**config.mk**
```make
export PLATFORM = sky130hd
export DESIGN_NAME = tcp_regs
export DESIGN_NICKNAME = d
export VERILOG_FILES = /design/src/tcp_pkg.sv /design/src/tcp_regs.sv /design/src/tcp_i2c_link.sv
export SDC_FILE = /design/constraint.sdc
export NUM_CORES = 1
export LEC_CHECK = 0
export BUFFER_PORTS_ARGS = -buffer_cell sky130_fd_sc_hd__buf_2
export CORE_ASPECT_RATIO = 2
export CORE_MARGIN = 5
export CORE_UTILIZATION = 50
export CTS_BUF_LIST = sky130_fd_sc_hd__clkbuf_16
export CTS_CLUSTER_SIZE = 10
export DETAILED_ROUTE_END_ITERATION = 8
export MAX_ROUTING_LAYER = met4
export PLACE_DENSITY = 0.82
export REMOVE_ABC_BUFFERS = 1
export SYNTH_ARGS = -nofsm -noshare
export SYNTH_HDL_FRONTEND = slang
export SYNTH_SLANG_ARGS = --single-unit
```
**constraint.sdc**
```tcl
create_clock -name clock -period 6.14 [get_ports clock]
set_input_delay 1.228 -clock clock [delete_from_list [all_inputs] [get_ports clock]]
set_output_delay 1.228 -clock clock [all_outputs]
set_load 0.005 [all_outputs]
```
**src/tcp_pkg.sv**
```systemverilog
package tcp_pkg;

  // ---------------------------------------------------------------
  // Bus address and byte framing
  // ---------------------------------------------------------------
  localparam logic [6:0] DEV_ADDR = 7'h22;
  localparam logic [3:0] BYTE_BITS = 4'h8;

  // ---------------------------------------------------------------
  // Register offsets
  // ---------------------------------------------------------------
  localparam logic [7:0] OFS_IDENT = 8'h01;
  localparam logic [7:0] OFS_CFG_FIRST = 8'h02;
  localparam logic [7:0] OFS_RESET = 8'h0c;
  localparam logic [7:0] OFS_CFG_LAST = 8'h0f;
  localparam logic [7:0] OFS_STAT_A = 8'h3c;
  localparam logic [7:0] OFS_STAT_B = 8'h3d;
  localparam logic [7:0] OFS_SEC_FLAGS = 8'h3e;
  localparam logic [7:0] OFS_ACK_FLAG = 8'h3f;
  localparam logic [7:0] OFS_LINE = 8'h40;
  localparam logic [7:0] OFS_QUEUE = 8'h41;
  localparam logic [7:0] OFS_MAIN_FLAGS = 8'h42;
  localparam logic [7:0] OFS_BYTE_PORT = 8'h43;

  // ---------------------------------------------------------------
  // Writable block 0x02..0x0f: index = offset - 0x02
  // ---------------------------------------------------------------
  localparam int CFG_COUNT = 14;
  localparam int IDX_SW0 = 0;
  localparam int IDX_SW1 = 1;
  localparam int IDX_MEAS = 2;
  localparam int IDX_SLICE = 3;
  localparam int IDX_CTL0 = 4;
  localparam int IDX_CTL1 = 5;
  localparam int IDX_CTL2 = 6;
  localparam int IDX_CTL3 = 7;
  localparam int IDX_MAIN_EVENT_MASK = 8;
  localparam int IDX_POWER = 9;
  localparam int IDX_OCP = 11;
  localparam int IDX_MASKA = 12;
  localparam int IDX_MASKB = 13;

  localparam logic [7:0] CFG_RST [CFG_COUNT] = '{
    8'h03, 8'h20, 8'h31, 8'h60, 8'h24, 8'h00, 8'h02,
    8'h06, 8'h00, 8'h01, 8'h00, 8'h0f, 8'h00, 8'h00};

  // Bits that hold state; blank and self-clearing bits read zero
  localparam logic [7:0] CFG_WMASK [CFG_COUNT] = '{
    8'hff, 8'hf7, 8'h7f, 8'hff, 8'h2e, 8'h73, 8'hef,
    8'h5f, 8'hff, 8'h0f, 8'h00, 8'h0f, 8'hff, 8'h01};

  // ---------------------------------------------------------------
  // Self-clearing command bits
  // ---------------------------------------------------------------
  localparam int BIT_TX_START = 0;
  localparam int BIT_TX_FLUSH = 6;
  localparam int BIT_RX_FLUSH = 2;
  localparam int BIT_FULL_RST = 0;
  localparam int BIT_PROTO_RST = 1;

  // ---------------------------------------------------------------
  // Status reset values
  // ---------------------------------------------------------------
  localparam logic [7:0] STAT_RST = 8'h00;
  localparam logic [7:0] QUEUE_RST = 8'h28;
  localparam logic [7:0] FLAG_RST = 8'h00;

  typedef enum logic [2:0] {
    TCP_IDLE, TCP_ADDR, TCP_ADDR_ACK, TCP_RX, TCP_RX_ACK, TCP_TX,
    TCP_TX_ACK
  } tcp_link_state_t;

endpackage : tcp_pkg

```
**src/tcp_regs.sv**
```systemverilog
`timescale 1ns/1ns
// Overview of operation
// - Answer on the two-wire bus at seven-bit address 0100010, bit 0 direction.
// - Byte port 0x43 pushes writes to transmit, pops receive, no increment.
// - Main event flags at 0x42 latch eight events, clear on read, reset 00.
// - Secondary event flags at 0x3E latch eight events, clear on read.
// - Register 0x3F bit 0 flags acknowledgement sent, clears on read.
// - Reset register 0x0C: bit 0 full reset, bit 1 protocol reset, self-clearing.
// - Queue status at 0x41 reports queues and faults, resets to 28.
// - Masks at 0x0A, 0x0E, 0x0F align with flags, reset to 00.
// - Register 0x06 holds flush, global mask, host current, preamble, start; reset 24.
// - Register 0x02 holds pull-ups, supply routing, measure select, pull-downs; reset 03.
// - Register 0x03 holds roles, revision, auto acknowledge, transmit line; reset 20.
// - Register 0x09 holds hard reset, auto resets, retry count, retry; reset 06.
// - Registers 0x07 and 0x08 hold packet enables, flush and toggle controls.
// - Power register 0x0B holds four block enables, resets to 01.
// - Register 0x04 resets 31, slicer register 0x05 resets 60.
// - Over-current register 0x0D holds range and limit code, resets 0F.
// - Read-only line status at 0x40 reports line and level state.
// - Read-only status at 0x3C and 0x3D reports protocol and toggle state.
// - Identification 0x01 is read-only: version high nibble, revision low.
module tcp_regs #(
  parameter logic [3:0] VERSION_ID = 4'h5,  // Arbitrary value
  parameter logic [3:0] REVISION_ID = 4'h2  // Arbitrary value
) (
  input wire logic clock,
  input wire logic rst_n,
  input wire logic scl_pin,
  input wire logic sda_pin_in,
  output logic sda_pin_out,
  output logic sda_pin_oe,
  input wire logic [7:0] main_event_set,
  input wire logic [7:0] secondary_event_set,
  input wire logic ack_sent_set,
  input wire logic [7:0] line_status_in,
  input wire logic [7:0] queue_status_in,
  input wire logic [7:0] protocol_status_a_in,
  input wire logic [7:0] toggle_sop_status_in,
  input wire logic [7:0] rx_byte,
  output logic rx_pop,
  output logic tx_push,
  output logic [7:0] tx_byte,
  output logic tx_start,
  output logic tx_flush,
  output logic rx_flush,
  output logic full_soft_reset,
  output logic protocol_logic_reset,
  output logic [7:0] cc_switch_control,
  output logic [7:0] role_and_tx_select,
  output logic [7:0] comparator_threshold,
  output logic [7:0] slicer_threshold,
  output logic [7:0] tx_and_host_control,
  output logic [7:0] rx_packet_control,
  output logic [7:0] toggle_control,
  output logic [7:0] retry_reset_control,
  output logic [7:0] main_event_mask,
  output logic [7:0] block_power_enable,
  output logic [7:0] overcurrent_limit,
  output logic [7:0] secondary_event_mask,
  output logic [7:0] ack_sent_mask,
  output logic [7:0] main_event_flags,
  output logic [7:0] secondary_event_flags,
  output logic [7:0] ack_sent_flag
);
  import tcp_pkg::*;

  // ---------------------------------------------------------------
  // Bus engine
  // ---------------------------------------------------------------
  logic wr_pulse, wr_first, rd_req;
  logic [7:0] wr_data;
  logic [7:0] rd_byte;

  tcp_i2c_link u_link (
    .clock(clock),
    .rst_n(rst_n),
    .scl_pin(scl_pin),
    .sda_pin_in(sda_pin_in),
    .sda_pin_oe(sda_pin_oe),
    .wr_pulse(wr_pulse),
    .wr_first(wr_first),
    .wr_data(wr_data),
    .rd_req(rd_req),
    .rd_data(rd_byte)
  );

  // Open-drain pin only ever pulls low
  always_ff @(posedge clock or negedge rst_n) begin
    if (!rst_n) begin
      sda_pin_out <= 1'b0;
    end else begin
      sda_pin_out <= 1'b0;
    end
  end

  // ---------------------------------------------------------------
  // Register pointer
  // ---------------------------------------------------------------
  logic [7:0] ptr;
  logic wr_reg, at_port, soft_rst;
  assign wr_reg = wr_pulse && !wr_first;
  assign at_port = (ptr == OFS_BYTE_PORT);
  assign soft_rst = wr_reg && ptr == OFS_RESET && wr_data[BIT_FULL_RST];

  always_ff @(posedge clock or negedge rst_n) begin
    if (!rst_n) begin
      ptr <= 8'h00;
    end else if (wr_pulse && wr_first) begin
      ptr <= wr_data;
    end else if ((wr_reg || rd_req) && !at_port) begin
      ptr <= ptr + 8'h01;
    end
  end

  // ---------------------------------------------------------------
  // Writable block
  // ---------------------------------------------------------------
  logic [7:0] cfg [CFG_COUNT];

  for (genvar i = 0; i < CFG_COUNT; i++) begin : g_cfg
    always_ff @(posedge clock or negedge rst_n) begin
      if (!rst_n) begin
        cfg[i] <= CFG_RST[i];
      end else if (soft_rst) begin
        cfg[i] <= CFG_RST[i];
      end else if (wr_reg && ptr == OFS_CFG_FIRST + 8'(i)) begin
        cfg[i] <= wr_data & CFG_WMASK[i];
      end
    end
  end

  always_ff @(posedge clock or negedge rst_n) begin
    if (!rst_n) begin
      cc_switch_control <= CFG_RST[IDX_SW0];
      role_and_tx_select <= CFG_RST[IDX_SW1];
      comparator_threshold <= CFG_RST[IDX_MEAS];
      slicer_threshold <= CFG_RST[IDX_SLICE];
      tx_and_host_control <= CFG_RST[IDX_CTL0];
      rx_packet_control <= CFG_RST[IDX_CTL1];
      toggle_control <= CFG_RST[IDX_CTL2];
      retry_reset_control <= CFG_RST[IDX_CTL3];
      main_event_mask <= CFG_RST[IDX_MAIN_EVENT_MASK];
      block_power_enable <= CFG_RST[IDX_POWER];
      overcurrent_limit <= CFG_RST[IDX_OCP];
      secondary_event_mask <= CFG_RST[IDX_MASKA];
      ack_sent_mask <= CFG_RST[IDX_MASKB];
    end else begin
      cc_switch_control <= cfg[IDX_SW0];
      role_and_tx_select <= cfg[IDX_SW1];
      comparator_threshold <= cfg[IDX_MEAS];
      slicer_threshold <= cfg[IDX_SLICE];
      tx_and_host_control <= cfg[IDX_CTL0];
      rx_packet_control <= cfg[IDX_CTL1];
      toggle_control <= cfg[IDX_CTL2];
      retry_reset_control <= cfg[IDX_CTL3];
      main_event_mask <= cfg[IDX_MAIN_EVENT_MASK];
      block_power_enable <= cfg[IDX_POWER];
      overcurrent_limit <= cfg[IDX_OCP];
      secondary_event_mask <= cfg[IDX_MASKA];
      ack_sent_mask <= cfg[IDX_MASKB];
    end
  end

  // ---------------------------------------------------------------
  // Self-clearing commands
  // ---------------------------------------------------------------
  logic wr_ctl0, wr_ctl1, wr_rst;
  assign wr_ctl0 = wr_reg && ptr == OFS_CFG_FIRST + 8'(IDX_CTL0);
  assign wr_ctl1 = wr_reg && ptr == OFS_CFG_FIRST + 8'(IDX_CTL1);
  assign wr_rst = wr_reg && ptr == OFS_RESET;

  always_ff @(posedge clock or negedge rst_n) begin
    if (!rst_n) begin
      tx_start <= 1'b0;
      tx_flush <= 1'b0;
      rx_flush <= 1'b0;
      full_soft_reset <= 1'b0;
      protocol_logic_reset <= 1'b0;
    end else begin
      tx_start <= wr_ctl0 && wr_data[BIT_TX_START];
      tx_flush <= wr_ctl0 && wr_data[BIT_TX_FLUSH];
      rx_flush <= wr_ctl1 && wr_data[BIT_RX_FLUSH];
      full_soft_reset <= wr_rst && wr_data[BIT_FULL_RST];
      protocol_logic_reset <= wr_rst && wr_data[BIT_PROTO_RST];
    end
  end

  // ---------------------------------------------------------------
  // Byte port
  // ---------------------------------------------------------------
  always_ff @(posedge clock or negedge rst_n) begin
    if (!rst_n) begin
      tx_push <= 1'b0;
      tx_byte <= 8'h00;
      rx_pop <= 1'b0;
    end else begin
      tx_push <= wr_reg && at_port;
      rx_pop <= rd_req && at_port;
      if (wr_reg && at_port) begin
        tx_byte <= wr_data;
      end
    end
  end

  // ---------------------------------------------------------------
  // Status capture
  // ---------------------------------------------------------------
  logic [7:0] line_status, queue_status, status_a, status_b;
  always_ff @(posedge clock or negedge rst_n) begin
    if (!rst_n) begin
      line_status <= STAT_RST;
      queue_status <= QUEUE_RST;
      status_a <= STAT_RST;
      status_b <= STAT_RST;
    end else begin
      line_status <= line_status_in;
      queue_status <= queue_status_in;
      status_a <= protocol_status_a_in;
      status_b <= toggle_sop_status_in;
    end
  end

  // ---------------------------------------------------------------
  // Event flags, set wins over a clearing read
  // ---------------------------------------------------------------
  logic rd_main, rd_sec, rd_ack;
  assign rd_main = rd_req && ptr == OFS_MAIN_FLAGS;
  assign rd_sec = rd_req && ptr == OFS_SEC_FLAGS;
  assign rd_ack = rd_req && ptr == OFS_ACK_FLAG;

  always_ff @(posedge clock or negedge rst_n) begin
    if (!rst_n) begin
      main_event_flags <= FLAG_RST;
    end else if (rd_main || soft_rst) begin
      main_event_flags <= main_event_set;
    end else begin
      main_event_flags <= main_event_flags | main_event_set;
    end
  end

  always_ff @(posedge clock or negedge rst_n) begin
    if (!rst_n) begin
      secondary_event_flags <= FLAG_RST;
    end else if (rd_sec || soft_rst) begin
      secondary_event_flags <= secondary_event_set;
    end else begin
      secondary_event_flags <= secondary_event_flags | secondary_event_set;
    end
  end

  always_ff @(posedge clock or negedge rst_n) begin
    if (!rst_n) begin
      ack_sent_flag <= FLAG_RST;
    end else if (rd_ack || soft_rst) begin
      ack_sent_flag <= {7'h00, ack_sent_set};
    end else begin
      ack_sent_flag <= {7'h00, ack_sent_flag[0] | ack_sent_set};
    end
  end

  // ---------------------------------------------------------------
  // Read data
  // ---------------------------------------------------------------
  logic [7:0] read_value;
  always_comb begin
    read_value = 8'h00;
    if (ptr >= OFS_CFG_FIRST && ptr <= OFS_CFG_LAST) begin
      read_value = cfg[4'(ptr - OFS_CFG_FIRST)];
    end else begin
      unique case (ptr)
        OFS_IDENT: read_value = {VERSION_ID, REVISION_ID};
        OFS_STAT_A: read_value = status_a;
        OFS_STAT_B: read_value = status_b;
        OFS_SEC_FLAGS: read_value = secondary_event_flags;
        OFS_ACK_FLAG: read_value = ack_sent_flag;
        OFS_LINE: read_value = line_status;
        OFS_QUEUE: read_value = queue_status;
        OFS_MAIN_FLAGS: read_value = main_event_flags;
        OFS_BYTE_PORT: read_value = rx_byte;
        default: read_value = 8'h00;
      endcase
    end
  end

  always_ff @(posedge clock or negedge rst_n) begin
    if (!rst_n) begin
      rd_byte <= 8'h00;
    end else if (rd_req) begin
      rd_byte <= read_value;
    end
  end

endmodule : tcp_regs

```
**src/tcp_i2c_link.sv**
```systemverilog
`timescale 1ns/1ns
module tcp_i2c_link (
  input wire logic clock,
  input wire logic rst_n,
  input wire logic scl_pin,
  input wire logic sda_pin_in,
  output logic sda_pin_oe,
  output logic wr_pulse,
  output logic wr_first,
  output logic [7:0] wr_data,
  output logic rd_req,
  input wire logic [7:0] rd_data
);
  import tcp_pkg::*;

  // ---------------------------------------------------------------
  // Pin synchronisers
  // ---------------------------------------------------------------
  logic scl_m, scl_s, scl_d;
  logic sda_m, sda_s, sda_d;
  always_ff @(posedge clock or negedge rst_n) begin
    if (!rst_n) begin
      scl_m <= 1'b1;
      scl_s <= 1'b1;
      scl_d <= 1'b1;
      sda_m <= 1'b1;
      sda_s <= 1'b1;
      sda_d <= 1'b1;
    end else begin
      scl_m <= scl_pin;
      scl_s <= scl_m;
      scl_d <= scl_s;
      sda_m <= sda_pin_in;
      sda_s <= sda_m;
      sda_d <= sda_s;
    end
  end

  logic scl_rise, scl_fall, start_seen, stop_seen;
  assign scl_rise = scl_s && !scl_d;
  assign scl_fall = !scl_s && scl_d;
  assign start_seen = scl_s && scl_d && sda_d && !sda_s;
  assign stop_seen = scl_s && scl_d && !sda_d && sda_s;

  // ---------------------------------------------------------------
  // Byte engine
  // ---------------------------------------------------------------
  tcp_link_state_t state;
  logic [3:0] count;
  logic [7:0] shift;
  logic [7:0] tx_shift;
  logic dir_read, master_ack;

  always_ff @(posedge clock or negedge rst_n) begin
    if (!rst_n) begin
      state <= TCP_IDLE;
      count <= 4'h0;
      shift <= 8'h00;
      tx_shift <= 8'h00;
      dir_read <= 1'b0;
      master_ack <= 1'b0;
      sda_pin_oe <= 1'b0;
      wr_pulse <= 1'b0;
      wr_first <= 1'b0;
      rd_req <= 1'b0;
    end else begin
      wr_pulse <= 1'b0;
      rd_req <= 1'b0;
      if (start_seen) begin
        state <= TCP_ADDR;
        count <= 4'h0;
        sda_pin_oe <= 1'b0;
      end else if (stop_seen) begin
        state <= TCP_IDLE;
        sda_pin_oe <= 1'b0;
      end else begin
        unique case (state)
          TCP_IDLE: begin
          end
          TCP_ADDR: begin
            if (scl_rise) begin
              shift <= {shift[6:0], sda_s};
              count <= count + 4'h1;
            end else if (scl_fall && count == BYTE_BITS) begin
              if (shift[7:1] == DEV_ADDR) begin
                state <= TCP_ADDR_ACK;
                sda_pin_oe <= 1'b1;
                dir_read <= shift[0];
                wr_first <= 1'b1;
                rd_req <= shift[0];
              end else begin
                state <= TCP_IDLE;
              end
            end
          end
          TCP_ADDR_ACK: begin
            if (scl_fall) begin
              count <= 4'h0;
              if (dir_read) begin
                state <= TCP_TX;
                tx_shift <= rd_data;
                sda_pin_oe <= !rd_data[7];
              end else begin
                state <= TCP_RX;
                sda_pin_oe <= 1'b0;
              end
            end
          end
          TCP_RX: begin
            if (scl_rise) begin
              shift <= {shift[6:0], sda_s};
              count <= count + 4'h1;
            end else if (scl_fall && count == BYTE_BITS) begin
              state <= TCP_RX_ACK;
              sda_pin_oe <= 1'b1;
              wr_pulse <= 1'b1;
            end
          end
          TCP_RX_ACK: begin
            wr_first <= 1'b0;
            if (scl_fall) begin
              state <= TCP_RX;
              count <= 4'h0;
              sda_pin_oe <= 1'b0;
            end
          end
          TCP_TX: begin
            if (scl_rise) begin
              count <= count + 4'h1;
            end else if (scl_fall) begin
              if (count == BYTE_BITS) begin
                state <= TCP_TX_ACK;
                sda_pin_oe <= 1'b0;
              end else begin
                tx_shift <= {tx_shift[6:0], 1'b0};
                sda_pin_oe <= !tx_shift[6];
              end
            end
          end
          TCP_TX_ACK: begin
            if (scl_rise) begin
              master_ack <= !sda_s;
              rd_req <= !sda_s;
            end else if (scl_fall) begin
              count <= 4'h0;
              if (master_ack) begin
                state <= TCP_TX;
                tx_shift <= rd_data;
                sda_pin_oe <= !rd_data[7];
              end else begin
                state <= TCP_IDLE;
              end
            end
          end
        endcase
      end
    end
  end

  always_ff @(posedge clock or negedge rst_n) begin
    if (!rst_n) begin
      wr_data <= 8'h00;
    end else if (state == TCP_RX && scl_fall && count == BYTE_BITS) begin
      wr_data <= shift;
    end
  end

endmodule : tcp_i2c_link

```
; ---- Word level (Yosys, flattened, before mapping)
; Index checks and enable logic that the tools add are counted.
[totals]
regBits = 345
word_cells = 312
[classes]
add_sub_neg = 3
n_lt_le_gt_ge = 3
eq_ne = 58
n_mux = 100
bitwise_logic = 7
reduce_logical = 80
[op_table]
columns = operator, n
row1 = $mux W8, 35
row2 = $pmux W8 S9, 1
row3 = $eq A8 B4 Y1 const B, 8
row4 = $mux W7, 8
row5 = $mux W3, 15
row6 = $logic_and A1 B1 Y1, 38
row7 = $ne A4 B1 Y1 const B, 9
row8 = $bmux W8 S4, 1
row9 = $eq A8 B3 Y1 const B, 4
row10 = $eq A8 B6 Y1 const B, 4
row11 = $eq A8 B7 Y1 const B, 4
row12 = $reduce_bool A2 Y1, 16
row13 = $mux W1, 28
row14 = $pmux W7 S3, 1
row15 = $mux W4, 5
row16 = $pmux W3 S6, 1
row17 = $eq A8 B2 Y1 const B, 2
row18 = $ne A2 B1 Y1 const B, 8
row19 = $ne A4 B4 Y1 const B, 4
row20 = $or A8 B8 Y8, 2
row21 = $reduce_and A13 Y1, 1
row22 = $pmux W4 S3, 1
row23 = $reduce_and A12 Y1, 1
row24 = $reduce_and A4 Y1, 3
row25 = 30 further kinds, 51

; ---- Longest topological paths before layout
; Gate-level depths: netlist of the first run.
[depth]
depth_word = 8
ltp_mapped = 11
depth_no_buf = 7

; ---- Cells and area by module
; A second synthesis of the first run with hierarchy kept.
[unflattened]
cells_unflattened = 968
area_unflattened_um2 = 11432.2
[modules_own_cells]
columns = module, n_inst, cells_each, area_per_inst_um2, seq_area_each_um2
row1 = tcp_regs, 1, 797, 9318.9, 5903.2
row2 = tcp_i2c_link, 1, 171, 2113.3, 1058.5

; ---- Worst setup path before layout of the first run
; No wires, ideal clock.
[synth_path]
kind = register to register
start = register ptr[1]
end = register rd_byte[5]
setup_time_ns = 0.139
arrival_time_ns = 2.571
path_slack_ns = 3.431
path_stages_with_launch = 11
period_less_slack_ns = 2.709
cell_sequence = dfrtp_1 -> buf_2 -> buf_1 -> inv_1 -> ha_1 -> clkbuf_1 -> clkbuf_1 -> mux2i_1 -> nor4_1 -> a2111oi_0 -> a21oi_1
[synth_via]
elab_chain_cells = 6
word_cells_on_any_way = 19
classes_between = 1 x add/sub / 2 x order compare / 9 x eq/ne / 5 x mux / 1 x bitwise / 1 x reduce/logical
[synth_lines]
columns = element, line
row1 = "start, declared", tcp_regs.sv:99  ; logic [7:0] ptr;
row2 = "start signal, assigned", tcp_regs.sv:109  ; ptr <= wr_data;
row3 = "start signal, assigned", tcp_regs.sv:111  ; ptr <= ptr + 8'h01;
row4 = $sub A4 B2 Y4, tcp_regs.sv:268  ; read_value = cfg[4'(ptr - OFS_CFG_FIRST)];
row5 = $not A4 Y5 (implied by the code), tcp_regs.sv:268
row6 = $bmux W8 S4, tcp_regs.sv:268
row7 = $mux W8 (implied by the code) (2 in series), tcp_regs.sv:268
row8 = $mux W8 *, tcp_regs.sv:267  ; if (ptr >= OFS_CFG_FIRST && ptr <= OFS_CFG_LAST) begin
row9 = "end signal, assigned", tcp_regs.sv:289  ; rd_byte <= read_value;
row10 = "end, declared", tcp_regs.sv:72  ; logic [7:0] rd_byte;
; Mark *: on every way between the ends. The rest lies on a longest branch, timed or not. The select of a mux whose other input is x is not followed.
; A chain may end at the register's enable or synchronous reset.

; ---- Worst setup path in the final report of the first run
[layout_path]
start = register ptr[0]
end = register cfg[32] in the netlist's numbering
[layout_via]
elab_chain_cells = 4
word_cells_on_any_way = 7
classes_between = 2 x eq/ne / 1 x mux / 4 x reduce/logical
[layout_lines]
columns = element, line
row1 = $eq A8 B4 Y1, tcp_regs.sv:103  ; assign soft_rst = wr_reg && ptr == OFS_RESET && wr_data[BIT_FULL_RST];
row2 = $logic_and A1 B1 Y1 (2 in series), tcp_regs.sv:103
row3 = $mux W8 or $reduce_bool A2 Y1 (tied branches), --
row4 = "end signal, assigned by index", tcp_regs.sv:123  ; cfg[i] <= CFG_RST[i];
row5 = "end signal, assigned by index", tcp_regs.sv:125  ; cfg[i] <= CFG_RST[i];
row6 = "end signal, assigned by index", tcp_regs.sv:127  ; cfg[i] <= wr_data & CFG_WMASK[i];
row7 = "end, declared", tcp_regs.sv:118  ; logic [7:0] cfg [CFG_COUNT];
; Parallel ways exist; a longest one is shown, timed or not.

==> results of run 1 <==
[layout make-up]
| cell class | instances | area, sq um | area share [%] |
|---|---|---|---|
| multi-input cells | 628 | 4030 | 30.5 |
| clock buffers | 31 | 776 | 5.87 |
| clock inverters | 25 | 95.1 | 0.720 |
| repair buffers | 179 | 941 | 7.12 |
| inverters | 15 | 56.3 | 0.426 |
| well taps | 280 | 350 | 2.65 |
| flip-flops and latches | 276 | 6960 | 52.7 |
[sequential cells by signal, indices dropped and copies added, names as in the netlist, 8 cells and up]
signal	flops
status_b	8
u_link.shift	8
queue_status	8
ptr	8
secondary_event_mask	8
main_event_mask	8
cc_switch_control	8
main_event_flags	8
status_a	8
tx_byte	8
u_link.wr_data	8
slicer_threshold	8
cfg	77
secondary_event_flags	8
line_status	8
rd_byte	8
[placed cells by master, fill, tap and decap left out, types with 3 or more instances in the layout]
cell type	instances
and3b_1	3
nand3b_1	3
and3_1	10
o22ai_1	8
o211ai_1	5
mux4_2	7
nand3_1	73
ha_1	8
buf_2	169
nor3_1	7
clkbuf_16	31
a221oi_1	3
nand2_1	99
nand2b_1	5
a21o_1	17
o21ai_0	38
a22oi_1	6
dfstp_2	44
a31oi_1	13
xnor2_1	6
xor2_1	3
nor2_1	54
a22o_1	7
conb_1	35
inv_1	36
a21oi_1	59
mux2_2	30
o31ai_1	3
mux2i_1	41
nor4_1	3
nor2_2	4
dfrtp_1	232
a41oi_1	3
buf_4	8
a222oi_1	10
nor2b_1	7
o2bb2ai_1	3
nand4_1	6
[per-stage QoR]
step	instance area, sq um	cells
after floorplan	11000	919
after global placement	12300	1378
after detailed placement	12300	1378
after CTS	13200	1434
after global routing	13200	1434
final	13200	1434
[worst max-delay path, stage by stage (launching register included)]
cell and delay [ps]:
dfrtp_1 380, clkinv_1 180, ha_1 180, buf_4 350
and4_1 330, nand3_1 680, inv_2 1090, o21ai_0 160
nand2_1 120
[worst max path at each step]
stage               endpoint   start  depth (start not counted)
detailed placement   cfg[88]  ptr[0]                          8
global route         cfg[32]  ptr[0]                          8
floorplan            cfg[32]  ptr[0]                          7
CTS                  cfg[32]  ptr[0]                          8
global placement     cfg[88]  ptr[1]                          8
finish               cfg[32]  ptr[0]                          8
[power by group through the flow]
stage | Combinational [uW] | Sequential (uW) | Clock (uW)
after CTS | 91.4 | 1860 | 1610
after floorplan | 27.3 | 1890 | 0
after global placement | 88.3 | 1890 | 0
final | 88.6 | 1860 | 1590
after detailed placement | 91.1 | 1890 | 0
after global routing | 104 | 1860 | 1690
[cell families (layout without fill, tap and decap cells)]
kind of cell               count (synthesis)  in the layout
other                                      1             35
adders and majority gates                  8              8
AOI/OAI and AO/OA                        198            198
muxes                                     78             78
and+or+nand+nor                          300            300
DFF                                      276            276
buffers and inverters                    111            250
xor gates and xnor gates                   9              9
[routing by layer]
metal	vias to the layer above	wire length (microns)	part of all wire (%)
met3	130	2010	6.7
li1	3710	-	-
met2	420	15500	51
met4	0	1850	6.2
met1	4102	10700	36
met5	-	0	0
==> run metrics, run 1 <==
worst reg-to-reg path cell count 8; Setup TNS 0 ps; DP Wirelength between 20000 and 25000 microns; Layout Area Growth over Synthesis 15.4%; largest net degree at the start of global routing 150; Vias 8362; status finished clean; First-pass DRT Iterations 5; Synth warnings 0; proportion of layout cells with a drive suffix above 1 a little over a quarter; Adder-Cell Fraction of Synth Area 0.874%; met1 Track Usage GR 28.3%; Achievable Freq roughly 0.28 GHz; number of global-route vias before repair roughly 8600; deepest clock path buffer count 3; Post-synth ARST share between 90% and 100%; Initial Util 50.6%; # DRC 0; dpl ws 2660 ps; mapped cell area roughly 11000 sq um; fin crit period 3570 ps; Final Hold Viols 0; die width approximately 120 microns; Synth Instances slightly below 1000; complex-gate fraction of the synthesized area 11.3%; max cap viols 0; R2R Setup Slk between 2000 and 3000 ps; CTS buffer count 31; setup ws final 2570 ps; core box area 22600 sq um; XOR/XNOR Fraction of Synth Area less than 1%; Static Leak between 0.006 and 0.007 uW; CP Launch Type flip-flop; Worst IR Drop VDD between 0.0002 and 0.0003 V; crit path capture type flip-flop; nets 1200; Combinational Power Share 2.5%; Power Total roughly 3500 uW; # fillers between 1500 and 2000; min-delay src u_link.sda_m; max_slew headroom a little under a third; clock root buffer master clkbuf_16; Finished Core Util 58.3%; met2 Track Usage GR roughly 40%; setup bufs post-CTS 0; worst hold path type reg -> reg; Port Buffers 170; clk_skew between 10 and 15 ps; antenna violations before repair 0; most used routing layer met2; Final Setup Violations 0; Worst Hold Path Cells 0; Cell Int Power about 2800 uW; RD Place Congestion around 0.96; Clock H-tree levels 1; Hold Path End u_link.sda_s; 1st-iter DRT viols 653; die height between 200 and 250 microns; Post-synth EDFFs 0; Final Max Tran Viols 0; share of the synthesized area in the top cell type 50.7%; sw frac 21.6%; routed len/inst roughly 21 microns; clk_lat worst skew 550 ps; clock power share between 40% and 50%; most frequent cell after synthesis dfrtp_1; Seq cells post-synth 276; CP Class reg -> reg; worst slew pin tran 1040 ps; CP Data Required Time around 6600 ps; GRT Util Overall between 20% and 30%; antenna cells 0; met3 usage roughly 3.1%; Seq pwr share ~53%; reg2reg end cfg[32]; final worst-path cycle share a little under 60%; first-pass GRT wire length 47200 microns; P_sw between 700 and 800 uW; mux cell area share after synthesis ~7.9%; synth unique cells 79; CTS tree built; Final ANT Viol Nets 0; Commonest cells post-synth dfrtp_1 (232), nand2_1 (99), nand3_1 (73); Fin Hold WS ~350 ps; CP arrival slightly above 4000 ps; Yosys top cell by area dfrtp_1; top cells by area, synth dfrtp_1 (51%), dfstp_2 (10%), mux2i_1 (3.6%); Max FO, Critical Path 55; cts hold-fix bufs 0; CTS resizes 0; row count between 70 and 80; R2R Path Start ptr[0]; total grt overflow 0; average cell area after synthesis approximately 12 sq um; main combinational cell family by area after synthesis simple AND/OR/NAND/NOR gates; prevailing post-synth register cell dfrtp_1; # clock sinks 276; io pins around 200; vias per inst a little under 6; Post-Synth Simple-Gate Area 13.3%; die area 26200 sq um; RSZ-0062 raised after global routing false; PwrDens ~270 nW/um^2; register area share after synthesis 60.8%; final wirelength approximately 30000 microns; Worst-path clk slew around 60 ps
No activity file was read; power rests on OpenSTA's default activity.
==> run 2: changes to the inputs <==
- clock period: 6.14 -> 3.32 ns (I/O delays scaled with it)
==> run metrics, run 2 (synthesis results as in run 1) <==
Port Buffers 170; clk_lat worst skew 550 ps; DP Wirelength approximately 22000 microns; 1st-iter DRT viols 561; CTS tree built; largest net degree at the start of global routing 88; final wirelength just over 30000 microns; nets between 1000 and 1500; cts hold-fix bufs 0; deepest clock path buffer count 3; Placed Cells roughly 1400; Placed Area ~12000 sq um; RD Place Congestion roughly 1.0; worst-path cell chain buf_4 -> ha_1 -> a222oi_1 -> o22ai_1 -> a2111oi_0 -> a21oi_1; multi-input logic area approximately 4000 sq um; Layout Area Growth over Synthesis 16.6%; CP arrival 3080 ps; die area 26200 sq um; Clock H-tree levels 1; CP Launch Type flip-flop; # fillers roughly 1800; reg2reg end rd_byte[5]; CP top delay family compound AO/OA/AOI/OAI gates; row count 78; max reg flops just under 80; clock root buffer master clkbuf_16; die height approximately 220 microns; clk_skew about 15 ps; Biggest register cfg; first-pass GRT wire length a little under 50000 microns; final worst-path cycle share 80.7%; Non-Filler Instances 1449; io pins 206; Final ANT Viol Nets 0; CP Class reg -> reg; worst hold path type in -> async; fin crit period between 2000 and 3000 ps; max cap viols 0; die width around 120 microns; Static Leak 0.00650 uW; total grt overflow 0; # clock sinks 276; R2R Setup Slk 640 ps; First-pass DRT Iterations 7; routed len/inst 21.4 microns; Final Setup Violations 0; # DRC 0; max_slew headroom a little under two fifths; Vias ~8500; PwrDens ~500 nW/um^2; Final Hold Viols 0; Initial Util ~50%; Worst IR Drop VDD around 0.00038 V; worst reg-to-reg path cell count 6; setup bufs post-CTS 0; crit path capture type flip-flop; Worst-path clk slew about 60 ps; proportion of layout cells with a drive suffix above 1 28.5%; Achievable Freq around 0.37 GHz; CP Data Required Time roughly 3700 ps; antenna violations before repair 0; Worst path slowest cell ha_1; core box area approximately 23000 sq um; design area approximately 13000 sq um; antenna cells 0; Final Max Tran Viols 0; Max FO, Critical Path 32; R2R Path Start ptr[0]; status finished clean; highest-count cells in the layout ignoring fill and taps dfrtp_1 (232), buf_2 (169), nand2_1 (99); Buf/Inv on CP 1; worst slew pin tran just over 900 ps; Register Area between 6000 and 7000 sq um; vias per inst 5.85; CTS buffer count 31; commonest non-fill, non-tap cell in the layout dfrtp_1; number of global-route vias before repair 8757; RSZ-0062 raised after global routing false; GRT Util Overall between 20% and 30%; CP max stage delay between 500 and 600 ps; CTS resizes 0
## run 2: cell count changes in the layout (fill, tap and decap cells not counted), sizes merged
cell,before,now
inv,37,36
buf,179,195
## run 2: worst max-delay path by stage
| stage | from | end | slack, ps | depth (start not counted) |
|---|---|---|---|---|
| 2_1_floorplan | ptr[0] | cfg[32] | -210 | 7 |
| 3_3_place_gp | ptr[0] | rd_byte[1] | 780 | 6 |
| 3_5_place_dp | ptr[0] | rd_byte[5] | 710 | 6 |
| 4_1_cts | ptr[0] | rd_byte[1] | 700 | 6 |
| 5_1_grt | ptr[0] | rd_byte[1] | 450 | 6 |
| 6_report | ptr[0] | rd_byte[5] | 640 | 6 |
## run 2: cell type report
cell class	count	area share, %
clock inverters	24	0.684
inverters	15	0.422
clock buffers	31	5.81
flip-flops and latches	276	52.1
multi-input cells	628	30.2
well taps	280	2.62
repair buffers	195	8.13
## run 2: per-stage QoR
| step | power, uW | utilization (%) | TNS [ps] | setup WS [ps] | hold slack, ps |
|---|---|---|---|---|---|
| after floorplan | 3540 | - | -5430 | -209 | 345 |
| after global placement | 3670 | 55.1 | 0 | 781 | 347 |
| after detailed placement | 3670 | 55.1 | 0 | 709 | 348 |
| after CTS | 6580 | 59.0 | 0 | 697 | 131 |
| after global routing | 6740 | 59.0 | 0 | 449 | 158 |
| final | 6520 | 59.0 | 0 | 642 | 108 |
## run 2: worst register-to-register path, cell delays in order, from the launching register on
cell	delay (ps)
dfrtp_1	380
buf_4	280
ha_1	590
a222oi_1	430
o22ai_1	210
a2111oi_0	520
a21oi_1	120
## run 2: layer usage
layer  part of all wire, %  GRT usage, %  vias up
li1                      -             -     3756
met1                    34          28.3     4162
met2                    52          41.5      433
met3                   7.3          3.70      126
met4                   6.1          13.0        0
met5                     0             -        -
## run 2: power by group
group          leakage (uW)  internal [uW]  switching [uW]  total (uW)
clock network      0.000508           1660            1250        2910
logic               0.00250           62.8             111         174
registers           0.00349           3410            28.0        3440
==> run 3: changes to the inputs <==
- clock period: 3.32 -> 2.7 ns (I/O delays scaled with it)
==> run metrics, run 3 (synthesis results as in run 1) <==
status finished clean; CP Data Required Time 3110 ps; GRT Util Overall between 20% and 30%; Port Buffers 170; max_slew headroom 43.2%; worst-path cell chain buf_4 -> ha_1 -> buf_4 -> a222oi_1 -> o22ai_1 -> a2111oi_0 -> a21oi_1; Final Hold Viols 0; met3 wire length around 2200 microns; Worst-path clk slew ~60 ps; fin crit period between 2000 and 2500 ps; clk_skew 12.1 ps; total grt overflow 0; DP Wirelength approximately 23000 microns; die width 117 microns; Initial Util a little over 50%; RD Place Congestion 0.994; met2 routed WL around 17000 microns; nets ~1200; CP max stage delay between 400 and 500 ps; Static Leak roughly 0.0066 uW; proportion of layout cells with a drive suffix above 1 around 29%; final worst-path cycle share between 90 and 100%; CP arrival around 2900 ps; crit path capture type flip-flop; worst hold path type in -> reg; M1 WL approximately 11000 microns; Achievable Freq between 0.4 and 0.5 GHz; CTS tree built; largest net degree at the start of global routing roughly 80; 1st-iter DRT viols 655; Non-Filler Instances between 1000 and 1500; Register Area 6960 sq um; CP Class reg -> reg; io pins ~210; antenna violations before repair 0; # clock sinks roughly 280; dpl ws around 330 ps; die area approximately 26000 sq um; max reg flops 77; setup ws final 263 ps; highest-count cells in the layout ignoring fill and taps dfrtp_1 (232), buf_2 (169), nand2_1 (99); Final Setup Violations 0; # fillers 1864; Worst path slowest cell a2111oi_0; Placed Cells between 1000 and 1500; deepest clock path buffer count 3; First-pass DRT Iterations 5; core box area between 20000 and 25000 sq um; clock root buffer master clkbuf_16; antenna cells 0; PwrDens roughly 600 nW/um^2; Layout Area Growth over Synthesis 17.5%; final wirelength between 30000 and 40000 microns; Most common cell on crit path buf_4; Max FO, Critical Path 20; number of global-route vias before repair about 8800; row count 78; Worst IR Drop VDD 0.000479 V; Fin Hold WS between 80 and 90 ps; RSZ-0062 raised after global routing false; Biggest register cfg; worst slew pin tran around 850 ps; Clock H-tree levels 1; CTS resizes 0; # DRC 0; Final ANT Viol Nets 0; die height roughly 220 microns; Top Metal Used met4; Final Max Tran Viols 0; max cap viols 0; routed len/inst around 22 microns; Power Total about 8000 uW; CP Launch Type flip-flop; CTS buffer count 31; multi-input logic area between 4000 and 5000 sq um; vias per inst between 5 and 6; Vias 8626; commonest non-fill, non-tap cell in the layout dfrtp_1; clk_lat worst skew about 550 ps; first-pass GRT wire length 49900 microns
-- run 3: where the power goes --
group	internal (uW)	switching [uW]	leakage [uW]
combinational	76.5	137	0.00256
clock	2040	1550	0.000508
sequential	4190	36.7	0.00349
-- run 3: final cells by class --
type	instances	share of cell area, %
clock buffer	31	5.77
tap	280	2.61
clock inverter	24	0.679
sequential	276	51.8
inverter	15	0.419
multi-input combinational	628	30.0
timing repair buffer	204	8.78
-- run 3: worst paths after layout --
path / start / endpoint / slack [ps] / cells after the start
setup / recovery: ptr[0] / rd_byte[5] / 260 / 7
hold / removal: sda_pin_in / u_link.sda_m / 80 / 1
setup reg to reg: ptr[0] / rd_byte[5] / 260 / 7
hold reg to reg: u_link.scl_m / u_link.scl_s / 350 / 0
max in group asynchronous: rst_n / toggle_control[1] / 1290 / 3
min in group asynchronous: rst_n / tx_byte[2] / 530 / 2
-- run 3: per-layer routing --
| metal | vias to the layer above | global-route usage, % |
|---|---|---|
| met3 | 158 | 3.03 |
| met1 | 4214 | 29.0 |
| met4 | 0 | 16.2 |
| li1 | 3773 | - |
| met2 | 481 | 41.8 |
| met5 | - | - |
-- run 3: stage by stage --
stage / instance area, sq um / utilization, % / setup TNS (ps)
finish: 13400 / 59.4 / 0
floorplan: 11000 / - / -55830
global route: 13400 / 59.4 / 0
global placement: 12600 / 55.5 / 0
detailed placement: 12600 / 55.5 / 0
CTS: 13400 / 59.4 / 0
-- run 3: critical path, delay by kind of cell, from the launching register on --
kind	cells	cell delay [ps]
flops	1	390
fa+ha+maj	1	230
compound gates	4	1230
buf+inv	2	420
-- run 3: timing repair --
action	in CTS	in global routing
buffers inserted	0	0
endpoints found under the hold margin	60	0
hold buffers	1	0
